**src/rtl/sscdp_defines.svh**
```systemverilog
// sscdp_defines.svh: register addresses, field positions and reset values
// assumes: included by bare name from the serial status/data path files
`ifndef SSCDP_DEFINES_SVH
`define SSCDP_DEFINES_SVH
`define SSCDP_ADDR_TSD 8'h94
`define SSCDP_ADDR_RBD 8'h95
`define SSCDP_ADDR_TMODE 8'h96
`define SSCDP_ADDR_FLAGS 8'hAB
`define SSCDP_ADDR_IRQEN 8'hAC
`define SSCDP_BIT_LOOP 7
`define SSCDP_BIT_PORTIN 6
`define SSCDP_BIT_LSB 0
`define SSCDP_BIT_WRITE_COLLISION_FLAG 1
`define SSCDP_BIT_DONE 0
`define SSCDP_TMODE_MASK 8'hC1
`define SSCDP_TMODE_RESET 8'h00
`define SSCDP_FLAGS_RESET 2'h0
`define SSCDP_BITS_PER_XFER 4'h8
`define SSCDP_FIFO_DEPTH 8
`endif

```
**src/rtl/sscdp_core.sv**
```systemverilog
// sscdp_core.sv: status flags, shift/receive data path and test modes of
// a synchronous serial channel, reached over the cpu special register port
// assumes: shift clock and serial pins come from outside and are synced;
// rd_stb/wr_stb are one-cycle pulses on clk_sys from the cpu
`timescale 1ns/1ns
`include "sscdp_defines.svh"
package sscdp_pkg;
    typedef enum logic [1:0] {SSCDP_IDLE, SSCDP_SHIFT} sscdp_phase_e;
    typedef struct packed {
        sscdp_phase_e phase;
        logic [7:0] shifter;
        logic [7:0] tx_hold;
        logic [3:0] bit_cnt;
        logic [7:0] test_mode;
        logic [1:0] irq_en;
        logic write_collision_flag;
        logic done;
        logic write_collision_flag_seen;
        logic done_seen;
        logic done_buf_read;
        logic wr_pend;
        logic [7:0] rd_data;
        logic sclk_q;
        logic sdo;
        logic [7:0] rx_buf;
    } sscdp_state_s;
endpackage : sscdp_pkg

module sscdp_core
    import sscdp_pkg::*;
(
    input wire logic clk_sys,
    input wire logic rst,
    input wire logic [7:0] addr,
    input wire logic [7:0] wr_data,
    input wire logic wr_stb,
    input wire logic rd_stb,
    output logic [7:0] rd_data,
    input wire logic master_mode,
    input wire logic sclk_pin,
    input wire logic sdi_pin,
    input wire logic sclk_latch,
    input wire logic sdi_latch,
    output logic serial_data_out,
    output logic sclk_out,
    output logic collision_irq,
    output logic done_irq,
    output logic rx_valid,
    input wire logic rx_ready,
    output logic [7:0] rx_data
);
    sscdp_state_s s_reg;
    sscdp_state_s s_next;
    logic [1:0] sclk_sync_reg;
    logic [1:0] sdi_sync_reg;
    logic sclk_in;
    logic sdi_in;
    logic sclk_rise;
    logic sclk_fall;
    logic fifo_in_ready;
    logic fifo_push;
    logic [7:0] sample_byte;
    logic wr_tsd;
    logic rd_rbd;
    logic rd_flags;
    logic wr_flags;
    logic busy;

    // two-stage synchronisers for pins
    always_ff @(posedge clk_sys) begin
        if (rst) begin
            sclk_sync_reg <= 2'h0;
            sdi_sync_reg <= 2'h0;
        end else begin
            sclk_sync_reg <= {sclk_sync_reg[0], sclk_pin};
            sdi_sync_reg <= {sdi_sync_reg[0], sdi_pin};
        end
    end

    // input selection: loopback, port latch or pins
    always_comb begin
        sclk_in = s_reg.test_mode[`SSCDP_BIT_PORTIN] ? sclk_latch : sclk_sync_reg[1];
        if (s_reg.test_mode[`SSCDP_BIT_LOOP]) begin
            sdi_in = ~s_reg.sdo;
        end else if (s_reg.test_mode[`SSCDP_BIT_PORTIN]) begin
            sdi_in = sdi_latch;
        end else begin
            sdi_in = sdi_sync_reg[1];
        end
    end

    // access decode and edge detect
    assign sclk_rise = sclk_in && !s_reg.sclk_q;
    assign sclk_fall = !sclk_in && s_reg.sclk_q;
    assign wr_tsd = wr_stb && (addr == `SSCDP_ADDR_TSD);
    assign rd_rbd = rd_stb && (addr == `SSCDP_ADDR_RBD);
    assign rd_flags = rd_stb && (addr == `SSCDP_ADDR_FLAGS);
    assign wr_flags = wr_stb && (addr == `SSCDP_ADDR_FLAGS);
    assign busy = (s_reg.phase == SSCDP_SHIFT);
    // sampled bit placed by bit order
    always_comb begin
        if (s_reg.test_mode[`SSCDP_BIT_LSB]) begin
            sample_byte = {sdi_in, s_reg.shifter[7:1]};
        end else begin
            sample_byte = {s_reg.shifter[6:0], sdi_in};
        end
    end

    // next-state logic
    always_comb begin
        s_next = s_reg;
        s_next.sclk_q = sclk_in;
        fifo_push = 1'b0;
        // transmit write: collision detected at strobe, flag set two cycles after the strobe
        s_next.wr_pend = 1'b0;
        if (wr_tsd) begin
            s_next.tx_hold = wr_data;
            if (busy) begin
                s_next.wr_pend = 1'b1;
            end else begin
                s_next.shifter = wr_data;
                s_next.bit_cnt = 4'h0;
                s_next.sdo = s_reg.test_mode[`SSCDP_BIT_LSB] ? wr_data[0] : wr_data[7];
                if (master_mode) begin
                    s_next.phase = SSCDP_SHIFT;
                end
            end
        end
        // slave mode: first peer clock edge begins shifting
        if (!busy && !master_mode && sclk_rise) begin
            s_next.phase = SSCDP_SHIFT;
        end
        // shifting: sample on rising, drive on falling
        if (busy || (!master_mode && sclk_rise)) begin
            if (sclk_rise) begin
                s_next.shifter = sample_byte;
                s_next.bit_cnt = s_reg.bit_cnt + 4'h1;
                if (s_reg.bit_cnt == `SSCDP_BITS_PER_XFER - 4'h1) begin
                    s_next.phase = SSCDP_IDLE;
                    s_next.bit_cnt = 4'h0; // next frame counts from zero
                    s_next.rx_buf = sample_byte;
                    fifo_push = 1'b1;
                end
            end else if (sclk_fall) begin
                s_next.sdo = s_reg.test_mode[`SSCDP_BIT_LSB] ? s_reg.shifter[0]
                                                              : s_reg.shifter[7];
            end
        end
        // collision flag and its clears
        if (wr_tsd && s_reg.write_collision_flag_seen) begin
            s_next.write_collision_flag = 1'b0;
            s_next.write_collision_flag_seen = 1'b0;
        end
        if (wr_flags && !wr_data[`SSCDP_BIT_WRITE_COLLISION_FLAG]) begin
            s_next.write_collision_flag = 1'b0;
        end
        if (rd_flags) begin
            s_next.write_collision_flag_seen = s_reg.write_collision_flag;
            s_next.done_seen = s_reg.done;
        end
        if (s_reg.wr_pend) begin
            s_next.write_collision_flag = 1'b1;
        end
        // done flag and its clears
        if (rd_rbd) begin
            s_next.done_buf_read = 1'b1;
            if (s_reg.done_seen) begin
                s_next.done = 1'b0;
                s_next.done_seen = 1'b0;
            end
        end
        if (wr_flags && !wr_data[`SSCDP_BIT_DONE] && s_reg.done_buf_read) begin
            s_next.done = 1'b0;
        end
        if (fifo_push) begin
            s_next.done = 1'b1;
            s_next.done_buf_read = 1'b0;
        end
        // register writes
        if (wr_stb && addr == `SSCDP_ADDR_TMODE) begin
            s_next.test_mode = wr_data & `SSCDP_TMODE_MASK;
        end
        if (wr_stb && addr == `SSCDP_ADDR_IRQEN) begin
            s_next.irq_en = wr_data[1:0];
        end
        // read data mux
        s_next.rd_data = 8'h00;
        if (rd_stb) begin
            unique case (addr)
                `SSCDP_ADDR_TSD: s_next.rd_data = s_reg.tx_hold;
                `SSCDP_ADDR_RBD: s_next.rd_data = s_reg.rx_buf;
                `SSCDP_ADDR_TMODE: s_next.rd_data = s_reg.test_mode;
                `SSCDP_ADDR_FLAGS: s_next.rd_data = {6'h00, s_reg.write_collision_flag, s_reg.done};
                `SSCDP_ADDR_IRQEN: s_next.rd_data = {6'h00, s_reg.irq_en};
                default: s_next.rd_data = 8'h00;
            endcase
        end
    end

    // state register
    always_ff @(posedge clk_sys) begin
        if (rst) begin
            s_reg <= '0;
            s_reg.test_mode <= `SSCDP_TMODE_RESET;
            s_reg.write_collision_flag <= 1'b0;
            s_reg.done <= 1'b0;
        end else begin
            s_reg <= s_next;
        end
    end

    // received byte stream: refuses new bytes when full, register view is rx_buf
    sscdp_fifo #(
        .WIDTH(8),
        .DEPTH(`SSCDP_FIFO_DEPTH)
    ) u_rx_fifo (
        .clk_sys(clk_sys),
        .rst(rst),
        .in_valid(fifo_push),
        .in_ready(fifo_in_ready),
        .in_data(sample_byte),
        .out_valid(rx_valid),
        .out_ready(rx_ready || rd_rbd),
        .out_data(rx_data)
    );

    // outputs
    assign rd_data = s_reg.rd_data;
    assign serial_data_out = s_reg.sdo;
    assign sclk_out = sclk_in && busy;
    assign collision_irq = s_reg.write_collision_flag && s_reg.irq_en[1];
    assign done_irq = s_reg.done && s_reg.irq_en[0];
endmodule : sscdp_core

```
**src/rtl/sscdp_fifo.sv**
```systemverilog
// sscdp_fifo.sv: small synchronous fifo with valid/ready on both sides
// assumes: one clock, synchronous active-high reset
`timescale 1ns/1ns
module sscdp_fifo #(
    parameter int WIDTH = 8,
    parameter int DEPTH = 8
) (
    input wire logic clk_sys,
    input wire logic rst,
    input wire logic in_valid,
    output logic in_ready,
    input wire logic [WIDTH-1:0] in_data,
    output logic out_valid,
    input wire logic out_ready,
    output logic [WIDTH-1:0] out_data
);
    localparam int AW = $clog2(DEPTH);
    logic [WIDTH-1:0] mem [DEPTH];
    logic [AW-1:0] wr_reg;
    logic [AW-1:0] rd_reg;
    logic [AW:0] cnt_reg;
    logic push;
    logic pop;

    // handshakes from occupancy
    assign in_ready = (cnt_reg != (AW+1)'(DEPTH));
    assign out_valid = (cnt_reg != '0);
    assign push = in_valid && in_ready;
    assign pop = out_valid && out_ready;
    assign out_data = mem[rd_reg];

    // pointers, count and storage
    always_ff @(posedge clk_sys) begin
        if (rst) begin
            wr_reg <= '0;
            rd_reg <= '0;
            cnt_reg <= '0;
        end else begin
            if (push) begin
                mem[wr_reg] <= in_data;
                wr_reg <= (wr_reg == AW'(DEPTH-1)) ? '0 : wr_reg + 1'b1;
            end
            if (pop) begin
                rd_reg <= (rd_reg == AW'(DEPTH-1)) ? '0 : rd_reg + 1'b1;
            end
            cnt_reg <= cnt_reg + (AW+1)'(push) - (AW+1)'(pop);
        end
    end
endmodule : sscdp_fifo

```
**config.mk**
```make
export PLATFORM = sky130hd
export DESIGN_NAME = sscdp_core
export DESIGN_NICKNAME = d
export VERILOG_FILES = /design/src/rtl/sscdp_core.sv /design/src/rtl/sscdp_fifo.sv
export VERILOG_INCLUDE_DIRS = /design/src /design/src/rtl
export SDC_FILE = /design/constraint.sdc
export NUM_CORES = 1
export LEC_CHECK = 0
export BUFFER_PORTS_ARGS = -buffer_cell sky130_fd_sc_hd__buf_4
export CORE_ASPECT_RATIO = 1.2
export CORE_MARGIN = 3
export CORE_UTILIZATION = 59
export CTS_CLUSTER_SIZE = 10
export DETAILED_ROUTE_END_ITERATION = 10
export GPL_TIMING_DRIVEN = 0
export PLACE_DENSITY = 0.79
export SETUP_SLACK_MARGIN = 0.4
export SLEW_MARGIN = 20
export SYNTH_ARGS = -nofsm -noshare
export SYNTH_HDL_FRONTEND = slang
export SYNTH_SLANG_ARGS = --single-unit
```
**constraint.sdc**
```tcl
create_clock -name clk_sys -period 3.05 [get_ports clk_sys]
set_input_delay 0.61 -clock clk_sys [delete_from_list [all_inputs] [get_ports clk_sys]]
set_output_delay 0.61 -clock clk_sys [all_outputs]
set_load 0.05 [all_outputs]
```
==> results.py, run 1 <==
metrics = {
    "run_status": {
        "status": "complete, no violations",
    },
    "floorplan": {
        "core_area_mm2": 0.00927,
        "io_pins": 47,
        "rows": 38,
        "dieArea_mm2": 0.0110,
        "die_w_um": 96.2,
        "fp.dieH_um": 114,
        "start_util_pct": 62.1,
    },
    "logic_synthesis": {
        "ys.warnings.count": 0,
        "synth_commonest_cells": "dfxtp_1, edfxtp_1, nor2_1",
        "netlist_instances": 462,
        "synth_top_cell_area_share_pct": 33.4,
        "synth_edf_count": 64,
        "synth-seq-cells": 132,
        "syn-num-nets": 500,
        "synth-adder-area-share_pct": 2.74,
        "ys_seq_area_share_pct": 57.0,
        "synth_area_mm2": 0.00576,
        "synth.largest_area_cell": "edfxtp_1",
        "avgSynthCellArea_um2": 12.5,
        "yosysMostFrequentCell": "dfxtp_1",
        "synth_ff_type": "dfxtp_1",
        "synth_mux_area_share_pct": 13.1,
        "synth.area.top_cells": "edfxtp_1, dfxtp_1, mux4_2",
        "synth_top_family_by_area": "multiplexers",
        "synth_xor_area_share_pct": 0.304,
        "synth.distinct_cells": 61,
        "synth-simple-area-share_pct": 12.5,
        "synth-compound-area-share_pct": 9.35,
        "async_flop_share_pct": 0,
    },
    "global_routing": {
        "antenna_found_initial": 0,
        "gr-usage-all-layers_pct": 26.3,
        "overflow": 0,
        "grt_pass1_vias": 4028,
        "grt_pass1_wl_mm": 20.9,
        "grt_max_degree": 17,
    },
    "critical_path": {
        "critPathKind": "register to primary output",
        "arrival_ps": 2100,
        "path_common_cell": "buf_8",
        "crit_required_ps": 2440,
        "worstSetupEndpointType": "primary output",
        "crit_slowest_cell": "mux4_2",
        "slowest_delay_ps": 530,
        "crit_path_cell_trace": "buf_8, buf_12, mux4_2, mux2_4, buf_8",
        "critPathLaunchType": "register",
        "cp_max_fo": 5,
    },
    "route": {
        "avgViaCountPerCell": 6.01,
        "drtAntennaViolNets": 0,
        "wl_per_cell_um": 20.3,
        "num_vias": 3980,
        "route.detailed.drc": 0,
        "wirelength_mm": 13.5,
        "drtPass1Iterations": 5,
        "drt_iter0_markers": 340,
    },
    "cts": {
        "path_clk_slew_ps": 60,
        "cts.sinks": 132,
        "clock_path_buffers": 2,
        "worstSkewPairLatency_ps": 530,
        "cts-root-buf": "clkbuf_8",
        "cts_tree": "done",
        "cts_inserted_buffers": 17,
        "cts.htree.levels": 4,
    },
    "sta": {
        "skew_ps": 7.33,
        "fmax_ghz": 0.369,
        "max_slew_margin_pct": 39.5,
        "report.final.slew_viol_count": 0,
        "period_share_pct": 88.8,
        "fin_crit_ps": 2710,
        "setup_viol": 0,
        "hold_violations": 0,
        "holdWs_ps": 300,
        "timing.final.ws_setup_ps": 341,
        "tns_ps": 0,
        "grt_setup_unrepaired": "yes",
        "tightest_slew_ps": 904,
    },
    "flow_run": {
        "cap_viol_max_count": 0,
    },
    "pwr": {
        "p_sw_share_pct": 26.5,
        "ir_worst_vdd_v": 0.000383,
        "comb_power_share_pct": 20.2,
        "p_switching_uw": 1280,
        "power_frac_seq_pct": 40.2,
        "p_per_area_mw_per_mm2": 690,
        "p_int_uw": 3540,
        "clockPowerShare_pct": 39.6,
        "p_leak_uw": 0.00255,
    },
    "placed_design": {
        "dp_hpwl_mm": 8.96,
        "dp_slack_ps": -4.95,
        "dpl_cell_area_mm2": 0.00627,
        "globalplace.congestion": 0.876,
        "port_buffers": 43,
    },
    "cells_and_area": {
        "largest_register_ffs": 64,
        "diodes": 0,
        "n_fill_cell": 616,
        "stdcell_area_mm2": 0.00697,
        "syn_to_final_growth_pct": 21.1,
        "final_nets": 567,
        "final_core_util_pct": 75.2,
        "drive_above_1_share_pct": 26.8,
    },
    "min_path": {
        "hold_path.class": "input port to register",
    },
}
==> final cells by class <==
type | count | area [µm²] | area share [%]
buffer | 34 | 236 | 3.39
clock buffer | 21 | 439 | 6.30
clock inverter | 11 | 114 | 1.63
inverter | 23 | 86.3 | 1.24
multi-input combinational | 273 | 2230 | 32.0
sequential | 132 | 3280 | 47.1
tap | 120 | 150 | 2.15
timing repair buffer | 48 | 430 | 6.17
==> critical path: cells and delay by family (launching register included) <==
family | cells | cell delay (ps)
mux | 2 | 820
buf+inv | 3 | 410
flops | 1 | 330
==> power groups by stage <==
stage	registers [µW]	clock network [µW]	logic, µW
final	1930	1900	973
after floorplan	1960	0	626
after global placement	1960	0	808
after global routing	1940	1990	1050
after detailed placement	1970	0	829
after CTS	1930	1910	960
==> layer usage <==
layer / vias to the layer above / wire, µm / GRT usage [%]
li1: 1846 / - / -
met1: 1958 / 5100 / 30.4
met2: 146 / 7200 / 44.2
met3: 30 / 712 / 8.15
met4: 0 / 435 / 11.6
met5: - / 0 / 0
==> through the flow <==
step	total power (µW)	std cells
2_1_floorplan	2590	462
3_3_place_gp	2770	625
3_5_place_dp	2800	627
4_1_cts	4800	662
5_1_grt	4990	662
6_report	4810	662
==> kinds of logic (layout without fill, tap and decap cells) <==
| kind of cell | Yosys count | count (layout) |
|---|---|---|
| and+or+nand+nor | 134 | 134 |
| DFF | 132 | 132 |
| AOI/OAI and AO/OA | 71 | 71 |
| buffers and inverters | 57 | 137 |
| muxes | 54 | 54 |
| adders and majority gates | 12 | 12 |
| xor gates and xnor gates | 2 | 2 |
==> placed cells by master, fill, tap and decap left out, types with 5 or more instances in the layout <==
master	n
and2_1	5
clkinv_2	6
buf_8	5
inv_1	23
a211oi_1	7
buf_4	45
a21oi_1	20
nor2_1	42
clkbuf_16	16
mux2_4	5
mux2i_1	29
buf_6	10
o21ai_0	8
dfxtp_1	67
clkbuf_1	14
nor3_1	6
ha_1	11
mux4_2	16
nand2_1	20
nand4_1	7
buf_2	6
a31oi_1	6
a221oi_2	5
edfxtp_1	64
nand3_1	12
nor2b_1	8
==> path summary, 6_finish.rpt <==
kind / cells after the start / end / slack, ps / from
max: 5 / rx_data[7] / 340 / register
min: 2 / sdi_sync_reg[0]$_SDFF_PP0_ / 300 / sdi_pin
max reg2reg: 6 / u_rx_fifo.mem[5][7]$_DFFE_PP_ / 400 / s_reg[34]$_SDFF_PP0_
min reg2reg: 2 / s_reg[23]$_SDFFE_PP0P_ / 430 / s_reg[18]$_SDFF_PP0_
==> timing repair <==
item | in CTS | in global routing
buffers inserted | 2 | 0
gates resized for setup | 27 | 5
cloned | 1 | 0
hold buffers | 0 | 0
endpoints found under the setup margin | 8 | 40
Note: power is estimated with default switching activity, not from simulation.
==> inputs of run 2 (changes only) <==
--- a/config.mk
+++ b/config.mk
@@ -10,3 +10,2 @@
 export CORE_ASPECT_RATIO = 1.2
-export CORE_MARGIN = 3
 export CORE_UTILIZATION = 59
--- a/constraint.sdc
+++ b/constraint.sdc
@@ -3,2 +3,2 @@
 set_output_delay 0.61 -clock clk_sys [all_outputs]
-set_load 0.05 [all_outputs]
+set_load 0.01 [all_outputs]
==> run 2 against run 1 <==
Effect of this change: worst setup slack better by 120 ps; wire length is 1.6% lower; total power is 3.3% lower; sequential share of layout area is 0.33 points higher; core utilization is 2.5 points lower; maximum frequency is 4.5% higher; clock skew is 3.1 ps lower; largest power group is now the clock network.
==> results.py, run 2 (synthesis gave the netlist of run 1 again) <==
metrics = {
    "sta": {
        "max_slew_margin_pct": 42.4,
        "tightest_slew_ps": 860,
        "fmax_ghz": 0.386,
        "hold_violations": 0,
        "grt_setup_unrepaired": "yes",
        "setup_viol": 0,
        "fin_crit_ps": 2590,
        "timing.final.ws_setup_ps": 458,
        "report.final.slew_viol_count": 0,
        "period_share_pct": 85.0,
        "skew_ps": 4.24,
    },
    "route": {
        "wirelength_mm": 13.2,
        "wl_per_cell_um": 19.8,
        "route.detailed.drc": 0,
        "drt_iter0_markers": 211,
        "drtAntennaViolNets": 0,
        "drtPass1Iterations": 4,
        "num_vias": 3998,
        "avgViaCountPerCell": 5.99,
    },
    "cells_and_area": {
        "multi_input_area_mm2": 0.00222,
        "layout.cells.non_filler": 667,
        "final_nets": 569,
        "stdcell_area_mm2": 0.00692,
        "mostFrequentLayoutCells": "dfxtp_1, edfxtp_1, buf_4, nor2_1, mux2i_1",
        "largest_register_ffs": 64,
        "final_common_cell": "dfxtp_1",
        "drive_above_1_share_pct": 27.0,
        "n_fill_cell": 634,
        "regArea_mm2": 0.00328,
        "diodes": 0,
        "syn_to_final_growth_pct": 20.2,
    },
    "placed_design": {
        "globalplace.congestion": 0.805,
        "dpl_cell_area_mm2": 0.00628,
        "dp_hpwl_mm": 9.04,
        "port_buffers": 43,
        "place_inst": 631,
        "dp_slack_ps": -28.8,
    },
    "global_routing": {
        "gr-usage-all-layers_pct": 27.6,
        "grt_max_degree": 17,
        "overflow": 0,
        "grt_pass1_vias": 4038,
        "antenna_found_initial": 0,
        "grt_pass1_wl_mm": 20.3,
    },
    "pwr": {
        "p_leak_uw": 0.00252,
        "ir_worst_vdd_v": 0.000413,
        "p_per_area_mw_per_mm2": 673,
        "total_power_uw": 4650,
    },
    "run_status": {
        "status": "complete, no violations",
    },
    "cts": {
        "cts.sinks": 132,
        "cts_inserted_buffers": 17,
        "cts-root-buf": "clkbuf_16",
        "path_clk_slew_ps": 50,
        "clock_path_buffers": 2,
        "cts_hold_buf": 0,
        "worstSkewPairLatency_ps": 420,
        "cts.htree.levels": 4,
        "cts_tree": "done",
    },
    "critical_path": {
        "cp_max_fo": 10,
        "slowest_delay_ps": 330,
        "crit_family": "buffers and inverters",
        "critPathLaunchType": "register",
        "path_buf_inv": 3,
        "critPathKind": "register to primary output",
        "crit_path_cell_trace": "buf_2, clkbuf_4, mux4_2, mux2_2, buf_4",
        "worstSetupEndpointType": "primary output",
        "crit_required_ps": 2440,
        "crit_slowest_cell": "mux4_2",
        "arrival_ps": 1980,
    },
    "floorplan": {
        "io_pins": 47,
        "core_area_mm2": 0.00952,
        "fp.dieH_um": 110,
        "dieArea_mm2": 0.0102,
        "rows": 39,
        "die_w_um": 92.2,
        "start_util_pct": 60.5,
    },
    "min_path": {
        "hold_path.class": "input port to register",
    },
    "flow_run": {
        "cap_viol_max_count": 0,
    },
}
[run 2: cell count changes in the layout (fill, tap and decap cells not counted), moves of 2 or more]
cell / change
mux2_2: +4
buf_8: -5
mux2_4: -4
clkinv_2: -3
buf_6: -5
buf_4: +11
clkinvlp_4: +2
[run 2: worst reg2reg max path: cells and delay by family (launching register included)]
kind	cells	cell delay (ps)
AO/OA/AOI/OAI	1	240
adder cells (fa/ha/maj)	1	200
buffers and inverters	1	260
flip-flops	1	360
AND/OR/NAND/NOR	3	1160
[run 2: final timing paths]
check	from	endpoint	slack (ps)	cells past startpoint
min	sclk_pin	sclk_sync_reg[0]$_SDFF_PP0_	400	2
max	register	rx_data[0]	460	5
min reg2reg	s_reg[18]$_SDFF_PP0_	s_reg[23]$_SDFFE_PP0P_	430	2
max reg2reg	s_reg[34]$_SDFF_PP0_	u_rx_fifo.mem[7][1]$_DFFE_PP_	470	6
[run 2: per-layer routing]
| layer | GRT usage [%] | up-vias | routed length (µm) |
|---|---|---|---|
| li1 | - | 1848 | - |
| met1 | 30.2 | 1980 | 5050 |
| met2 | 50.3 | 135 | 7250 |
| met3 | 5.97 | 35 | 566 |
| met4 | 15.2 | 0 | 366 |
| met5 | 0 | - | 0 |
[run 2: report_power, final]
| group | switching, µW | total (µW) | leakage (µW) | internal (µW) |
|---|---|---|---|---|
| registers | 31.4 | 1930 | 0.00108 | 1900 |
| clock network | 726 | 1970 | 0.000269 | 1240 |
| logic | 369 | 755 | 0.00117 | 385 |
[run 2: repair_timing]
| action | 4_1_cts | 5_1_grt |
|---|---|---|
| setup endpoints to repair | 9 | 40 |
| gates resized for setup | 10 | 1 |
| setup buffers | 0 | 4 |
[run 2: final cells by class]
cell class | count | area share (%)
Clock inverter | 9 | 1.52
Multi-Input combinational cell | 273 | 32.1
Tap cell | 123 | 2.22
Sequential cell | 132 | 47.5
Buffer | 34 | 3.24
Clock buffer | 23 | 6.76
Inverter | 23 | 1.25
Timing Repair Buffer | 50 | 5.42
[run 2: per-stage QoR]
| stage | hold WS, ps | utilization [%] | setup TNS, ps |
|---|---|---|---|
| after global placement | 417 | 65.5 | -1900 |
| after floorplan | 411 | - | 0 |
| after CTS | 398 | 72.4 | 0 |
| after global routing | 420 | 72.7 | 0 |
| after detailed placement | 425 | 66.0 | -28.8 |
| final | 404 | 72.7 | 0 |
==> inputs of run 3 (changes only) <==
clock period = 2.63 ns   (was 3.05 ns; I/O delays follow)
==> run 3 against run 2 <==
Effect of this change: register-to-register slack gained 40 ps; worst setup slack lost 290 ps; core utilization rose by 3.8 points; largest cell class unchanged; largest power group unchanged; highest routed layer unchanged.
==> results.py, run 3 (synthesis gave the netlist of run 1 again) <==
metrics = {
    "critical_path": {
        "critPathKind": "register to primary output",
        "crit_slowest_cell": "mux4_2",
        "worstSetupEndpointType": "primary output",
        "arrival_ps": 1940,
        "crit_path_cell_trace": "buf_8, buf_12, mux4_2, mux2_4, buf_6",
        "critPathLaunchType": "register",
        "crit_family": "multiplexers",
        "slowest_delay_ps": 510,
        "cp_max_fo": 6,
        "path_buf_inv": 3,
        "crit_required_ps": 2100,
    },
    "sta": {
        "period_share_pct": 93.7,
        "hold_violations": 0,
        "tns_ps": 0,
        "max_slew_margin_pct": 47.4,
        "fin_crit_ps": 2460,
        "grt_setup_unrepaired": "yes",
        "tightest_slew_ps": 785,
        "timing.final.ws_setup_ps": 166,
        "setup_viol": 0,
        "fmax_ghz": 0.406,
        "report.final.slew_viol_count": 0,
        "skew_ps": 6.97,
    },
    "cells_and_area": {
        "final_common_cell": "dfxtp_1",
        "n_fill_cell": 581,
        "layout.cells.non_filler": 676,
        "syn_to_final_growth_pct": 26.6,
        "regArea_mm2": 0.00329,
        "largest_register_ffs": 64,
        "final_core_util_pct": 76.6,
        "multi_input_area_mm2": 0.00233,
        "mostFrequentLayoutCells": "dfxtp_1, edfxtp_1, buf_4, nor2_1, mux2i_1",
        "drive_above_1_share_pct": 30.6,
        "final_nets": 578,
        "diodes": 0,
        "stdcell_area_mm2": 0.00728,
    },
    "floorplan": {
        "die_w_um": 92.2,
        "dieArea_mm2": 0.0102,
        "rows": 39,
        "fp.dieH_um": 110,
        "io_pins": 47,
        "start_util_pct": 60.5,
        "core_area_mm2": 0.00952,
    },
    "cts": {
        "path_clk_slew_ps": 60,
        "clock_path_buffers": 2,
        "cts-root-buf": "clkbuf_16",
        "cts.htree.levels": 4,
        "cts_inserted_buffers": 17,
        "worstSkewPairLatency_ps": 420,
        "cts.sinks": 132,
        "cts_hold_buf": 0,
        "cts_tree": "done",
    },
    "placed_design": {
        "dpl_cell_area_mm2": 0.00629,
        "dp_hpwl_mm": 8.80,
        "globalplace.congestion": 0.870,
        "dp_slack_ps": -76.8,
        "place_inst": 629,
        "port_buffers": 43,
    },
    "global_routing": {
        "grt_pass1_wl_mm": 21.3,
        "grt_max_degree": 17,
        "gr-usage-all-layers_pct": 28.9,
        "antenna_found_initial": 0,
        "overflow": 0,
        "grt_pass1_vias": 4164,
    },
    "flow_run": {
        "cap_viol_max_count": 0,
    },
    "route": {
        "wirelength_mm": 13.7,
        "num_vias": 4053,
        "drtAntennaViolNets": 0,
        "wl_per_cell_um": 20.3,
        "route.detailed.drc": 0,
        "drt_iter0_markers": 272,
        "avgViaCountPerCell": 6.00,
        "drtPass1Iterations": 5,
    },
    "min_path": {
        "hold_path.class": "input port to register",
    },
    "pwr": {
        "p_per_area_mw_per_mm2": 804,
        "p_leak_uw": 0.00266,
        "ir_worst_vdd_v": 0.000528,
    },
    "run_status": {
        "status": "complete, no violations",
    },
}
[run 3: cell types whose count changed in the layout (fill, tap and decap cells not counted), moves of 3 or more]
cell        before  now
dfxtp_2          0    3
mux2_4           1    7
nor2_4           0    3
buf_6            5   13
nor3_2           4    1
dfxtp_1         68   65
clkinvlp_4       4    0
nor3_4           0    3
nor2_1          41   38
mux2_2           8    2
bufinv_16        2    6
[run 3: power by group]
group	internal [µW]	leakage (µW)	switching [µW]	total [µW]
clock	1800	0.000322	844	2640
combinational	523	0.00125	449	973
sequential	2210	0.00109	36.3	2240
[run 3: cell type report]
| class | instances | area share, % |
|---|---|---|
| clock inverter | 10 | 2.80 |
| clock buffer | 22 | 6.23 |
| sequential | 132 | 45.1 |
| inverter | 23 | 1.19 |
| buffer | 34 | 3.50 |
| tap | 123 | 2.11 |
| multi-input combinational | 273 | 32.0 |
| timing repair buffer | 59 | 7.03 |
[run 3: final timing paths]
check,from,end,slack [ps],depth (start not counted)
worst min-delay path,sdi_pin,sdi_sync_reg[0]$_SDFF_PP0_,320,2
worst max-delay path,register,rx_data[0],170,5
worst max register to register,s_reg[34]$_SDFF_PP0_,u_rx_fifo.mem[3][4]$_DFFE_PP_,510,5
worst min register to register,s_reg[18]$_SDFF_PP0_,s_reg[23]$_SDFFE_PP0P_,450,2
[run 3: stage by stage]
step                total power, µW  hold WS (ps)
floorplan                      2840           411
global placement               3050           420
detailed placement             3090           428
CTS                            5840           320
global route                   6060           313
finish                         5860           321
[run 3: repair_timing]
item / in CTS / in global routing
resized for setup: 32 / 21
pin swaps: 3 / 4
endpoints found under the hold margin: 0 / 0
gates cloned: 1 / 0
endpoints found under the setup margin: 75 / 67
setup buffers: 9 / 5
[run 3: per-layer routing]
layer / global-route usage [%] / share of wire, % / up-vias
li1: - / - / 1866
met1: 30.4 / 38 / 2027
met2: 53.8 / 56 / 128
met3: 6.45 / 3.6 / 32
met4: 15.6 / 2.8 / 0
met5: 0 / 0 / -
